[src/verilog/psm_defines.svh]
// Offsets, fields, reset values and counts of the power save controller
// Function
// - Power-save request enters sleep or idle per operand
// - Sleep stops system clock and on-chip oscillators
// - Clock failure monitor inactive throughout sleep
// - Sleep keeps low power RC running with watchdog
// - Low-voltage and brownout detectors stay active in sleep
// - Watchdog count cleared before entering sleep
// - Sleep disables every system-clocked peripheral
// - Sleep exits on enabled interrupt, reset, watchdog
// - Idle halts CPU, clears watchdog, keeps clock
// - Idle peripherals run unless their halt bit set
// - Idle keeps RC clock for watchdog or monitor
// - Idle exits on enabled interrupt, reset, watchdog
// - Idle wake restores CPU clock, resumes at once
// - Low-voltage flag set when selected tap below reference
// - Trip point from sixteen taps or external input
// - Clock source from config bits, then software switchable
// - Oscillator control register switches, reports clock status
// - Crystal wake from sleep waits 1024 oscillator cycles
// - Watchdog timeout resets, except wakes in sleep
`ifndef PSM_DEFINES_SVH
`define PSM_DEFINES_SVH

// Register byte offsets
`define PSM_CTRL_OFS    8'h00
`define PSM_OSC_OFS     8'h04
`define PSM_IRQEN_OFS   8'h08
`define PSM_HALT_OFS    8'h0c
`define PSM_STAT_OFS    8'h10

// Control register fields
`define PSM_CTRL_WDT    0
`define PSM_CTRL_CLOCK_FAILURE_MONITOR   1
`define PSM_CTRL_LVD    2
`define PSM_CTRL_BOR    3
`define PSM_CTRL_LVDEXT 4
`define PSM_CTRL_TAP_LO 8
`define PSM_CTRL_TAP_HI 11

// Oscillator control register fields
`define PSM_OSC_CUR_LO  0
`define PSM_OSC_CUR_HI  2
`define PSM_OSC_NEW_LO  4
`define PSM_OSC_NEW_HI  6
`define PSM_OSC_SWITCH  8
`define PSM_OSC_OSTBSY  9

// Status register fields
`define PSM_STAT_LVDF   0
`define PSM_STAT_WDTWK  1
`define PSM_STAT_MODELO 2
`define PSM_STAT_MODEHI 3
`define PSM_STAT_CLRWDT 4

// Reset values and counts
`define PSM_CTRL_RST    12'h000
`define PSM_MASK_RST    8'h00
`define PSM_NUM_SRC     3'h5
`define PSM_OST_COUNT   10'h3ff
`define PSM_WDT_TIMEOUT 16384

`endif

[src/verilog/psm_pkg.sv]
// Types shared by the power save controller modules
package psm_pkg;

  // Controller modes
  typedef enum logic [1:0] {
    ST_RUN,
    ST_IDLE,
    ST_SLEEP,
    ST_START
  } mode_e;

  // System clock sources, in oscillator control register order
  typedef enum logic [2:0] {
    SRC_FRC,
    SRC_LOW_POWER_RC_CLOCK,
    SRC_PRIMARY_XTAL,
    SRC_SECONDARY_XTAL,
    SRC_EXTERNAL
  } clk_src_e;

endpackage : psm_pkg

[src/verilog/psm_ost_if.sv]
// Carrier between the controller and the oscillator startup timer
`timescale 1ns/100ps
`default_nettype none

interface psm_ost_if;
  logic start;
  logic tick;
  logic done;

  modport ctrl  (output start, output tick, input done);
  modport timer (input start, input tick, output done);
endinterface : psm_ost_if

`default_nettype wire

[src/verilog/oscillator_startup_timer.sv]
// Counts oscillator cycles after a crystal restart
`timescale 1ns/100ps
`default_nettype none
`include "psm_defines.svh"

module oscillator_startup_timer (
  // System
  input wire logic clk,
  input wire logic rst,
  // Controller side
  psm_ost_if.timer ost
);

  logic       busy_q;
  logic [9:0] cnt_q;

  // Count exactly 1024 oscillator ticks from start to done
  always_ff @(posedge clk) begin
    if (rst) begin
      busy_q <= 1'b0;
      cnt_q  <= 10'h000;
      ost.done <= 1'b0;
    end else begin
      ost.done <= 1'b0;
      if (ost.start) begin
        busy_q <= 1'b1;
        cnt_q  <= 10'h000;
      end else if (busy_q && ost.tick) begin
        if (cnt_q == `PSM_OST_COUNT) begin
          busy_q   <= 1'b0;
          ost.done <= 1'b1;
        end else begin
          cnt_q <= cnt_q + 10'h001;
        end
      end
    end
  end

endmodule : oscillator_startup_timer

`default_nettype wire

[src/verilog/power_save_mode_controller.sv]
// Power save mode, clock source and low-voltage controller
`timescale 1ns/100ps
`default_nettype none
`include "psm_defines.svh"

module power_save_mode_controller #(
  parameter int WDT_TIMEOUT_CYCLES = `PSM_WDT_TIMEOUT
) (
  // System
  input  wire logic        clk,
  input  wire logic        rst,
  // Wishbone slave
  input  wire logic        cyc_i,
  input  wire logic        stb_i,
  input  wire logic        we_i,
  input  wire logic [7:0]  adr_i,
  input  wire logic [3:0]  sel_i,
  input  wire logic [31:0] dat_i,
  output logic      [31:0] dat_o,
  output logic             ack_o,
  // CPU core
  input  wire logic        power_save_instruction,
  input  wire logic        power_save_sleep,
  output logic             cpu_run,
  output logic             cpu_resume,
  output logic             cpu_vector,
  // Interrupt sources
  input  wire logic [7:0]  irq_in,
  // Pins and analog comparators
  input  wire logic [2:0]  cfg_clk_src,
  input  wire logic [15:0] lvd_tap_below,
  input  wire logic        external_trip_input,
  input  wire logic        osc_tick,
  // Clock and monitor enables
  output logic             sys_clk_en,
  output logic      [4:0]  osc_en,
  output logic             low_power_rc_clock,
  output logic             clock_failure_monitor,
  output logic             low_voltage_detector,
  output logic             brownout_reset,
  output logic      [7:0]  periph_clk_en,
  // Status
  output logic             lvd_flag,
  output logic             wdt_reset_req
);

  psm_ost_if ost_bus ();

  psm_pkg::mode_e    state_q;
  psm_pkg::mode_e    state_d;
  psm_pkg::clk_src_e cur_src_q;
  logic [2:0]        new_src_q;
  logic [11:0]       ctrl_q;
  logic [7:0]        irq_en_q;
  logic [7:0]        halt_idle_q;
  logic              wdt_wake_q;
  logic              cfg_loaded_q;
  logic [31:0]       wdt_cnt_q;
  logic              wdt_timeout;
  logic              wdt_clear;
  logic              irq_wake;
  logic              wake;
  logic              xtal_src;
  logic              accept;
  logic              wr_lo;
  logic              wr_hi;
  logic              lvd_trip;
  logic [2:0]        cfg_s1_q;
  logic [2:0]        cfg_s2_q;
  logic [16:0]       lvd_s1_q;
  logic [16:0]       lvd_s2_q;
  logic              tick_s1_q;
  logic              tick_s2_q;
  logic              tick_s3_q;

  // Config pins keep sampling through reset, so the first load after
  // release sees the real selection and not a cleared stage
  always_ff @(posedge clk) begin
    cfg_s1_q <= cfg_clk_src;
    cfg_s2_q <= cfg_s1_q;
  end

  // Two-stage synchronisers on pins and comparator outputs
  always_ff @(posedge clk) begin
    if (rst) begin
      lvd_s1_q  <= 17'h00000;
      lvd_s2_q  <= 17'h00000;
      tick_s1_q <= 1'b0;
      tick_s2_q <= 1'b0;
      tick_s3_q <= 1'b0;
    end else begin
      lvd_s1_q  <= {external_trip_input, lvd_tap_below};
      lvd_s2_q  <= lvd_s1_q;
      tick_s1_q <= osc_tick;
      tick_s2_q <= tick_s1_q;
      tick_s3_q <= tick_s2_q;
    end
  end

  // Rising edge of the synchronised oscillator tick feeds the timer
  assign ost_bus.tick = tick_s2_q & ~tick_s3_q;

  oscillator_startup_timer u_ost (
    .clk (clk),
    .rst (rst),
    .ost (ost_bus.timer)
  );

  // Bus decode; ack answers one cycle after the strobe
  assign accept = cyc_i & stb_i & ~ack_o;
  assign wr_lo  = accept & we_i & sel_i[0];
  assign wr_hi  = accept & we_i & sel_i[1];

  // Trip point from one of sixteen taps or the external input
  always_comb begin
    if (ctrl_q[`PSM_CTRL_LVDEXT]) begin
      lvd_trip = lvd_s2_q[16];
    end else begin
      lvd_trip = lvd_s2_q[ctrl_q[`PSM_CTRL_TAP_HI:`PSM_CTRL_TAP_LO]];
    end
  end

  // Wake sources and clock type
  assign irq_wake = |(irq_in & irq_en_q);
  assign wake     = irq_wake | wdt_timeout;
  assign xtal_src = (cur_src_q == psm_pkg::SRC_PRIMARY_XTAL) ||
                    (cur_src_q == psm_pkg::SRC_SECONDARY_XTAL);

  // Mode sequencing
  always_comb begin
    state_d       = state_q;
    ost_bus.start = 1'b0;
    unique case (state_q)
      psm_pkg::ST_RUN: begin
        if (power_save_instruction) begin
          state_d = power_save_sleep ? psm_pkg::ST_SLEEP
                                     : psm_pkg::ST_IDLE;
        end
      end
      psm_pkg::ST_IDLE: begin
        if (wake) begin
          state_d = psm_pkg::ST_RUN;
        end
      end
      psm_pkg::ST_SLEEP: begin
        if (wake && xtal_src) begin
          state_d       = psm_pkg::ST_START;
          ost_bus.start = 1'b1;
        end else if (wake) begin
          state_d = psm_pkg::ST_RUN;
        end
      end
      psm_pkg::ST_START: begin
        if (ost_bus.done) begin
          state_d = psm_pkg::ST_RUN;
        end
      end
    endcase
  end

  // Mode register; any device reset returns to run
  always_ff @(posedge clk) begin
    if (rst) begin
      state_q <= psm_pkg::ST_RUN;
    end else begin
      state_q <= state_d;
    end
  end

  // Watchdog clear on entry to either save mode or by software
  assign wdt_clear = (state_q == psm_pkg::ST_RUN) &&
                     power_save_instruction;
  assign wdt_timeout = ctrl_q[`PSM_CTRL_WDT] &&
                       (wdt_cnt_q == 32'(WDT_TIMEOUT_CYCLES - 1));

  // Watchdog counter runs from the RC clock in every mode
  always_ff @(posedge clk) begin
    if (rst) begin
      wdt_cnt_q <= 32'h0000_0000;
    end else if (!ctrl_q[`PSM_CTRL_WDT] || wdt_clear || wdt_timeout) begin
      wdt_cnt_q <= 32'h0000_0000;
    end else if (wr_lo && adr_i == `PSM_STAT_OFS &&
                 dat_i[`PSM_STAT_CLRWDT]) begin
      wdt_cnt_q <= 32'h0000_0000;
    end else begin
      wdt_cnt_q <= wdt_cnt_q + 32'h0000_0001;
    end
  end

  // Timeout resets the device, except in sleep where it only wakes
  always_ff @(posedge clk) begin
    if (rst) begin
      wdt_reset_req <= 1'b0;
    end else begin
      wdt_reset_req <= wdt_timeout &&
                       (state_q != psm_pkg::ST_SLEEP);
    end
  end

  // Sticky wake-by-watchdog status; a new event beats the clear
  always_ff @(posedge clk) begin
    if (rst) begin
      wdt_wake_q <= 1'b0;
    end else if (wdt_timeout && state_q == psm_pkg::ST_SLEEP) begin
      wdt_wake_q <= 1'b1;
    end else if (wr_lo && adr_i == `PSM_STAT_OFS &&
                 dat_i[`PSM_STAT_WDTWK]) begin
      wdt_wake_q <= 1'b0;
    end
  end

  // Low-voltage flag; the detector keeps running in sleep
  always_ff @(posedge clk) begin
    if (rst) begin
      lvd_flag <= 1'b0;
    end else if (ctrl_q[`PSM_CTRL_LVD] && lvd_trip) begin
      lvd_flag <= 1'b1;
    end else if (wr_lo && adr_i == `PSM_STAT_OFS &&
                 dat_i[`PSM_STAT_LVDF]) begin
      lvd_flag <= 1'b0;
    end
  end

  // Control, interrupt enable and halt-in-idle registers
  always_ff @(posedge clk) begin
    if (rst) begin
      ctrl_q      <= `PSM_CTRL_RST;
      irq_en_q    <= `PSM_MASK_RST;
      halt_idle_q <= `PSM_MASK_RST;
    end else begin
      if (wr_lo && adr_i == `PSM_CTRL_OFS) begin
        ctrl_q[7:0] <= dat_i[7:0];
      end
      if (wr_hi && adr_i == `PSM_CTRL_OFS) begin
        ctrl_q[11:8] <= dat_i[11:8];
      end
      if (wr_lo && adr_i == `PSM_IRQEN_OFS) begin
        irq_en_q <= dat_i[7:0];
      end
      if (wr_lo && adr_i == `PSM_HALT_OFS) begin
        halt_idle_q <= dat_i[7:0];
      end
    end
  end

  // Clock source: taken from config bits after reset, then switched
  // by software. Switching is refused outside run so a sleeping
  // oscillator is never chosen behind the sequencer's back.
  always_ff @(posedge clk) begin
    if (rst) begin
      cur_src_q    <= psm_pkg::SRC_FRC;
      new_src_q    <= 3'h0;
      cfg_loaded_q <= 1'b0;
    end else if (!cfg_loaded_q) begin
      cfg_loaded_q <= 1'b1;
      if (cfg_s2_q < `PSM_NUM_SRC) begin
        cur_src_q <= psm_pkg::clk_src_e'(cfg_s2_q);
      end
      new_src_q <= cfg_s2_q;
    end else begin
      if (wr_lo && adr_i == `PSM_OSC_OFS) begin
        new_src_q <= dat_i[`PSM_OSC_NEW_HI:`PSM_OSC_NEW_LO];
      end
      if (wr_hi && adr_i == `PSM_OSC_OFS && dat_i[`PSM_OSC_SWITCH] &&
          state_q == psm_pkg::ST_RUN && new_src_q < `PSM_NUM_SRC) begin
        cur_src_q <= psm_pkg::clk_src_e'(new_src_q);
      end
    end
  end

  // Clock, oscillator and monitor enables follow the next mode
  always_ff @(posedge clk) begin
    if (rst) begin
      cpu_run               <= 1'b1;
      sys_clk_en            <= 1'b1;
      osc_en                <= 5'h00;
      low_power_rc_clock    <= 1'b0;
      clock_failure_monitor <= 1'b0;
      low_voltage_detector  <= 1'b0;
      brownout_reset        <= 1'b0;
    end else begin
      cpu_run    <= (state_d == psm_pkg::ST_RUN);
      sys_clk_en <= (state_d == psm_pkg::ST_RUN) ||
                    (state_d == psm_pkg::ST_IDLE);
      // Oscillator restarts during the startup wait so it can settle
      osc_en <= (state_d == psm_pkg::ST_SLEEP) ? 5'h00
              : 5'(5'h01 << cur_src_q);
      clock_failure_monitor <= ctrl_q[`PSM_CTRL_CLOCK_FAILURE_MONITOR] &&
                               (state_d == psm_pkg::ST_RUN ||
                                state_d == psm_pkg::ST_IDLE);
      low_power_rc_clock <= ctrl_q[`PSM_CTRL_WDT] ||
                            (ctrl_q[`PSM_CTRL_CLOCK_FAILURE_MONITOR] &&
                             state_d != psm_pkg::ST_SLEEP);
      low_voltage_detector <= ctrl_q[`PSM_CTRL_LVD];
      brownout_reset       <= ctrl_q[`PSM_CTRL_BOR];
    end
  end

  // Per peripheral clock gate: off in sleep, halt bit in idle
  for (genvar i = 0; i < 8; i++) begin : g_periph
    always_ff @(posedge clk) begin
      if (rst) begin
        periph_clk_en[i] <= 1'b1;
      end else begin
        unique case (state_d)
          psm_pkg::ST_RUN:   periph_clk_en[i] <= 1'b1;
          psm_pkg::ST_IDLE:  periph_clk_en[i] <= ~halt_idle_q[i];
          psm_pkg::ST_SLEEP: periph_clk_en[i] <= 1'b0;
          psm_pkg::ST_START: periph_clk_en[i] <= 1'b0;
        endcase
      end
    end
  end

  // Resume pulse on return to run; vector when an interrupt woke it
  always_ff @(posedge clk) begin
    if (rst) begin
      cpu_resume <= 1'b0;
      cpu_vector <= 1'b0;
    end else begin
      cpu_resume <= (state_q != psm_pkg::ST_RUN) &&
                    (state_d == psm_pkg::ST_RUN);
      if (state_q != psm_pkg::ST_RUN && state_q != psm_pkg::ST_START &&
          wake) begin
        cpu_vector <= irq_wake;
      end
    end
  end

  // Read data and ack; unmapped offsets read zero and still ack
  always_ff @(posedge clk) begin
    if (rst) begin
      ack_o <= 1'b0;
      dat_o <= 32'h0000_0000;
    end else begin
      ack_o <= accept;
      dat_o <= 32'h0000_0000;
      if (accept && !we_i) begin
        unique case (adr_i)
          `PSM_CTRL_OFS:  dat_o[11:0] <= ctrl_q;
          `PSM_OSC_OFS: begin
            dat_o[`PSM_OSC_CUR_HI:`PSM_OSC_CUR_LO] <= cur_src_q;
            dat_o[`PSM_OSC_NEW_HI:`PSM_OSC_NEW_LO] <= new_src_q;
            dat_o[`PSM_OSC_OSTBSY] <= (state_q == psm_pkg::ST_START);
          end
          `PSM_IRQEN_OFS: dat_o[7:0] <= irq_en_q;
          `PSM_HALT_OFS:  dat_o[7:0] <= halt_idle_q;
          `PSM_STAT_OFS: begin
            dat_o[`PSM_STAT_LVDF]  <= lvd_flag;
            dat_o[`PSM_STAT_WDTWK] <= wdt_wake_q;
            dat_o[`PSM_STAT_MODEHI:`PSM_STAT_MODELO] <= state_q;
          end
          default:        dat_o <= 32'h0000_0000;
        endcase
      end
    end
  end

endmodule : power_save_mode_controller

`default_nettype wire

[config.mk]
export PLATFORM = sky130hd
export DESIGN_NAME = power_save_mode_controller
export DESIGN_NICKNAME = d
export VERILOG_FILES = /design/src/verilog/psm_pkg.sv /design/src/verilog/psm_ost_if.sv /design/src/verilog/oscillator_startup_timer.sv /design/src/verilog/power_save_mode_controller.sv
export VERILOG_INCLUDE_DIRS = /design/src /design/src/verilog
export SDC_FILE = /design/constraint.sdc
export NUM_CORES = 1
export LEC_CHECK = 0
export ABC_CLOCK_PERIOD_IN_PS = 3650
export CORE_UTILIZATION = 24
export CTS_BUF_LIST = sky130_fd_sc_hd__clkbuf_16
export CTS_CLUSTER_SIZE = 8
export DETAILED_ROUTE_END_ITERATION = 10
export DONT_BUFFER_PORTS = 1
export PLACE_DENSITY_LB_ADDON = 0.15
export SYNTH_ARGS = -nofsm -noshare
export SYNTH_HDL_FRONTEND = slang
export SYNTH_SLANG_ARGS = --single-unit
[constraint.sdc]
create_clock -name clk -period 3.65 [get_ports clk]
set_input_delay 0.365 -clock clk [delete_from_list [all_inputs] [get_ports clk]]
set_output_delay 0.365 -clock clk [all_outputs]
set_load 0.01 [all_outputs]
[Word level (Yosys, flattened, before mapping)]
Cells that the tools add are included.
Word-level totals
  output and inout bits: 56
  bits in registers: 181
  logic and storage cells: 181
  input bits: 80
Cells by class
  bitwise gates (word level): 22
  add/sub/neg operators: 2
  equality and inequality tests: 19
  shift operators: 1
  reduce and logical (&&, ||, !) cells: 53
  mux-type cells: 38
  order comparisons: 3
Operators by type and width (number)
  $add 32x1->32 const B: 1
  $eq 32x14->1 const B: 1
  $pmux 1 s3: 9
  $logic_and 1x1->1: 26
  $eq 8x4->1 const B: 2
  $mux 3: 5
  $pmux 3 s5: 1
  $not 1->1: 14
  $mux 1: 13
  $pmux 3 s4: 1
  $reduce_bool 2->1: 6
  $add 10x1->10 const B: 1
  $eq 10x10->1 const B: 1
  $mux 2: 5
  $reduce_or 3->1: 3
  $and 8x8->8: 1
  $eq 2x2->1 const B: 4
  $eq 8x3->1 const B: 1
  $eq 8x5->1 const B: 1
  $logic_not 8->1: 1
  $pmux 2 s4: 1
  $reduce_or 2->1: 4
  $reduce_or 8->1: 1
  $and 1x1->1: 6
  15 further kinds: 29

[Depth between registers and ports, before layout]
  depth in word-level cells: 10
  mapped depth: 8
  depth with buffers taken out: 7

[Modules after synthesis]
From an unflattened synthesis, not the netlist that was laid out.
Unflattened totals
  cells, all modules: 645
  area, all modules: 6466.2 um^2
By module, submodules not included
  power_save_mode_controller: times used 1, cells each 579, area each 5906.9 um^2, seq. area each 2982.9 um^2
  oscillator_startup_timer: times used 1, cells each 66, area each 559.3 um^2, seq. area each 240.2 um^2

[Worst setup path after synthesis]
Ideal clock, no wire load.
  kind: register to register
  start: register wdt_cnt_q[0]
  end: register periph_clk_en[0]
  data arrival time: 2.167 ns
  clock period less this slack: 2.237 ns
  stages on the path, launching flop included: 9
  library setup time: 0.070 ns
  buffers on the path: 1
  required time: 3.580 ns
  slack: 1.413 ns
  cells stage by stage: dfxtp_1 ha_1 and4_1 nand4_1 o311ai_0 a21oi_1 o311a_1 buf_2 a21oi_1
Between the ends
  word-level cells in the longest chain between the ends: 9
  elaborated cells between the ends (all ways): 13
  those cells by class: 4 x eq/ne; 4 x mux; 1 x bitwise; 4 x reduce/logical
Ends and longest elaborated chain
  from (decl): RTL line power_save_mode_controller.sv:58  | logic [31:0] wdt_cnt_q;
  from (signal assigned): RTL line power_save_mode_controller.sv:186  | wdt_cnt_q <= wdt_cnt_q + 32'h0000_0001;
  $eq 32x14->1 *: RTL line power_save_mode_controller.sv:174  | (wdt_cnt_q == 32'(WDT_TIMEOUT_CYCLES - 1));
  $logic_and 1x1->1 *: RTL line power_save_mode_controller.sv:173  | assign wdt_timeout = ctrl_q[`PSM_CTRL_WDT] &&
  $or 1x1->1 *: RTL line power_save_mode_controller.sv:125  | assign wake = irq_wake | wdt_timeout;
  $mux 2 / $logic_and 1x1->1 (equally long branches): RTL line power_save_mode_controller.sv:141, power_save_mode_controller.sv:149, power_save_mode_controller.sv:146
  $mux 2: RTL line power_save_mode_controller.sv:146  | if (wake && xtal_src) begin
  $pmux 2 s4 *: RTL line power_save_mode_controller.sv:133  | unique case (state_q)
  $eq 2x2->1: RTL line power_save_mode_controller.sv:305  | unique case (state_d)
  $reduce_or 2->1 (no source line)
  $pmux 1 s3 *: RTL line power_save_mode_controller.sv:305
  to (signal, indexed assignment): RTL line power_save_mode_controller.sv:307  | psm_pkg::ST_IDLE: periph_clk_en[i] <= ~halt_idle_q[i];
  to (decl): RTL line power_save_mode_controller.sv:41  | output logic [7:0] periph_clk_en,
Mark *: on every way between the ends. The rest lies on a longest branch, timed or not.
A chain may end at the register's enable or synchronous reset.

[Worst setup path in the final report]
  start: register wdt_cnt_q[0]
  end: register cpu_resume
Between the ends
  word-level cells in the longest chain between the ends: 8
  elaborated cells between the ends (all ways): 9
  those cells by class: 1 x eq/ne; 3 x mux; 1 x bitwise; 4 x reduce/logical
Ends and longest elaborated chain
  $eq 32x14->1 *: RTL line power_save_mode_controller.sv:174
  $logic_and 1x1->1 *: RTL line power_save_mode_controller.sv:173
  $or 1x1->1 *: RTL line power_save_mode_controller.sv:125
  $mux 2 / $logic_and 1x1->1 (equally long branches): RTL line power_save_mode_controller.sv:141, power_save_mode_controller.sv:149, power_save_mode_controller.sv:146
  $mux 2: RTL line power_save_mode_controller.sv:146
  $pmux 2 s4 *: RTL line power_save_mode_controller.sv:133
  $logic_not 2->1 *: RTL line power_save_mode_controller.sv:322  | (state_d == psm_pkg::ST_RUN);
  $logic_and 1x1->1 *: RTL line power_save_mode_controller.sv:321  | cpu_resume <= (state_q != psm_pkg::ST_RUN) &&
  to (signal assigned): RTL line power_save_mode_controller.sv:321
  to (decl): RTL line power_save_mode_controller.sv:25  | output logic cpu_resume,
Marked as above.

==> metrics <==
status=complete, no violations; average wire per cell in the routed design=16.0 um; Main synth FF type=dfxtp_1; Die ar.=26900 sq um; Top Ports=136; Layout Area Growth over Synthesis=14.9%; Yosys warning count=0; Cell Area, Synth=6290 sq um; end of the worst register-to-register path=cpu_resume$_SDFF_PP0_; Crit path buffers/inverters=1; most used cell, CP=a21o_1; Leak=2.62 nW; largest net degree at the start of global routing=55; beginning of the worst hold path=rst; most frequent cells after synthesis=dfxtp_1 (161), nor2_1 (100), nor2b_1 (40); worst-margin pin slew=1.07 ns; Worst Setup Path Type=reg2reg; peak per-stage delay on the critical path=0.54 ns; FP Rows=58; initial antenna violation count=0; syn_area_per_cell=9.83 sq um; P_sw=1.09 mW; cts repair resizes=0; number of global-route vias before repair=4379; Max Clk Rate=346 MHz; clock power share=0.435; critical path depth=8; Die Height=164 um; hpwl dp=11.1 mm; fin util=0.284; final hold vios=0; CTS root buffer=clkbuf_16; setup TNS=0 ns; first-pass GRT wire length=24.6 mm; ys async rst share=0; register bit total from synthesis=161; CTS Buffer Depth=2; via/cell ratio=4.43; Period minus WS final=2.89 ns; final net count=733; skew final=0.0107 ns; R2R setup slack=0.76 ns; Rel. slew slack=0.284; Max FO, Critical Path=6; CTS buffer count=17; total core area=25500 sq um; clk slew on worst S/H paths=0.07 ns; CP endpoint=cpu_resume$_SDFF_PP0_; Worst Reg2Reg Path Length in Cells=8; Slew Viols, Final=0; worst vdd ir=0.000261 V; R2R Path Start=wdt_cnt_q[0]$_SDFF_PP0_; Final ANT Viol Nets=0; CP top delay family=compound AO/OA/AOI/OAI gates; crit-path cells=ha_1, and4_1, nand4_1, buf_4, o311ai_0, a21o_1, a21o_1, nor4b_1; Initial DRC Count=225; port bufs=0; EDFF count, synth=0; element type at the critical path end=flop; worst hold path class=in2reg; WP data required=3.91 ns; chip width=164 um; GRT Total Usage=0.123; final WL=15.8 mm; H-tree Lvls=4; Yosys top cell area share=0.512; Diodes inserted=0; WP data arrival=3.14 ns; post-route DRC violation count=0; cell taking the most area after synthesis=dfxtp_1; Synth Instances=640; combinational power share=0.084; Area contributors post-synth=dfxtp_1 (51%), nor2_1 (6.0%), mux2i_1 (5.3%); Pre-antenna DRT Iters=7; RePlAce Congestion=0.786; postcts setup bufs=0; Yosys cell types=57; grt ovf=0; P per Cell Area=557 nW/um^2; Slowest-stage cell, CP=nor4b_1; most frequent cell after synthesis=dfxtp_1; nature of the critical path startpoint=flop; clk_lat worst skew=0.42 ns; share of cells above drive strength 1=0.0970; Setup crit start=wdt_cnt_q[0]$_SDFF_PP0_; CTS tree=yes; Initial Util=0.247; final clock period utilization by the worst path=0.791; post-synthesis sequential area ratio=0.512; Final Setup Violations=0; Net Sw Frac=0.271; sequential group share of total power=0.482; Sink Count=161; max cap viols=0; Cell Int Power=2.94 mW; RSZ-0062 raised after global routing=false; DR vias=4388
-- kinds of logic (layout without fill, tap and decap cells) --
kind of cell | count (synthesis) | in the layout | synth area share
AOI/OAI and AO/OA | 68 | 68 | 0.0736
xor gates and xnor gates | 38 | 38 | 0.0529
adders and majority gates | 6 | 6 | 0.0119
buffers and inverters | 53 | 54 | 0.0444
DFF | 161 | 161 | 0.512
muxes | 50 | 50 | 0.0919
other | 1 | 20 | 0.000596
and+or+nand+nor | 263 | 263 | 0.212
-- cell usage in the layout (no fill, tap or decap), drive strengths merged, types with 3 or more instances in the layout --
master / count
a211oi: 8
a21oi: 21
a222oi: 3
a22o: 3
a22oi: 9
and2: 11
and3: 10
and4: 4
buf: 7
clkbuf: 17
clkinvlp: 3
conb: 20
dfxtp: 161
dlygate4sd3: 5
ha: 6
inv: 20
mux2: 12
mux2i: 33
mux4: 5
nand2: 30
nand3: 24
nand3b: 4
nand4: 9
nor2: 101
nor2b: 40
nor3: 9
nor4: 5
o21ai: 9
or2: 3
or3: 4
xnor2: 22
xor2: 16
-- state kept, by name, summed over array words and instances (netlist names), 2 cells and up --
register	count
wdt_cnt_q	32
lvd_s1_q	17
halt_idle_q	8
ctrl_q	12
periph_clk_en	8
dat_o	12
cfg_s1_q	3
cfg_s2_q	3
new_src_q	3
cur_src_q	3
lvd_s2_q	17
irq_en_q	8
state_q	2
osc_en	5
u_ost.cnt_q	10
-- per-layer routing --
| layer | track usage | vias up | part of all wire |
|---|---|---|---|
| li1 | - | 2177 | - |
| met1 | 0.148 | 2060 | 0.45 |
| met2 | 0.196 | 126 | 0.46 |
| met3 | 0.0343 | 25 | 0.058 |
| met4 | 0.0673 | 0 | 0.033 |
| met5 | 0 | - | 0 |
-- worst register-to-register path, cell delays in order, from the launching register on --
cell and delay, ns:
dfxtp_1 0.36, ha_1 0.21, and4_1 0.31, nand4_1 0.11, buf_4 0.18, o311ai_0 0.51
a21o_1 0.26, a21o_1 0.23, nor4b_1 0.54
-- through the flow --
step                      cells  power [mW]  cell area [sq um]  setup slack (ns)  hold WS (ns)
after floorplan             659        2.22               6360              1.41         0.310
after global placement      952        2.29               6580             0.857         0.323
after CTS                   989        4.09               7220             0.780       0.00826
after global routing        990        4.21               7230             0.642        0.0221
after detailed placement    952        2.30               6580             0.792         0.318
final                       990        4.03               7230             0.762        0.0474
-- power groups by stage --
stage	sequential, mW	combinational (mW)	clock [mW]
floorplan	1.96	0.259	0
global placement	1.98	0.304	0
detailed placement	1.98	0.314	0
CTS	1.94	0.340	1.80
global route	1.95	0.371	1.88
finish	1.94	0.336	1.75
-- worst min path at each step --
stage / end / slack (ns) / cells past startpoint
after floorplan: cfg_s2_q[0]$_DFF_P_ / 0.31 / 0
after global placement: cfg_s2_q[0]$_DFF_P_ / 0.32 / 0
after CTS: lvd_s1_q[16]$_SDFF_PP0_ / 0.008 / 1
after detailed placement: cfg_s2_q[2]$_DFF_P_ / 0.32 / 0
after global routing: dat_o[9]$_SDFF_PP0_ / 0.02 / 1
final: low_voltage_detector$_SDFF_PP0_ / 0.05 / 1
-- what timing repair did --
item	in CTS	in global routing
hold buffers	5	1
endpoints found under the setup margin	0	0
endpoints found under the hold margin	57	1
-- cell type report --
cell class	count	area, sq um
Fill cell	2633	18200
Sequential cell	161	3220
Multi-Input combinational cell	445	2860
Clock buffer	17	425
Tap cell	330	413
Clock inverter	15	148
Timing Repair Buffer	12	123
Inverter	10	37.5
Power figures use the tool's default switching activity.
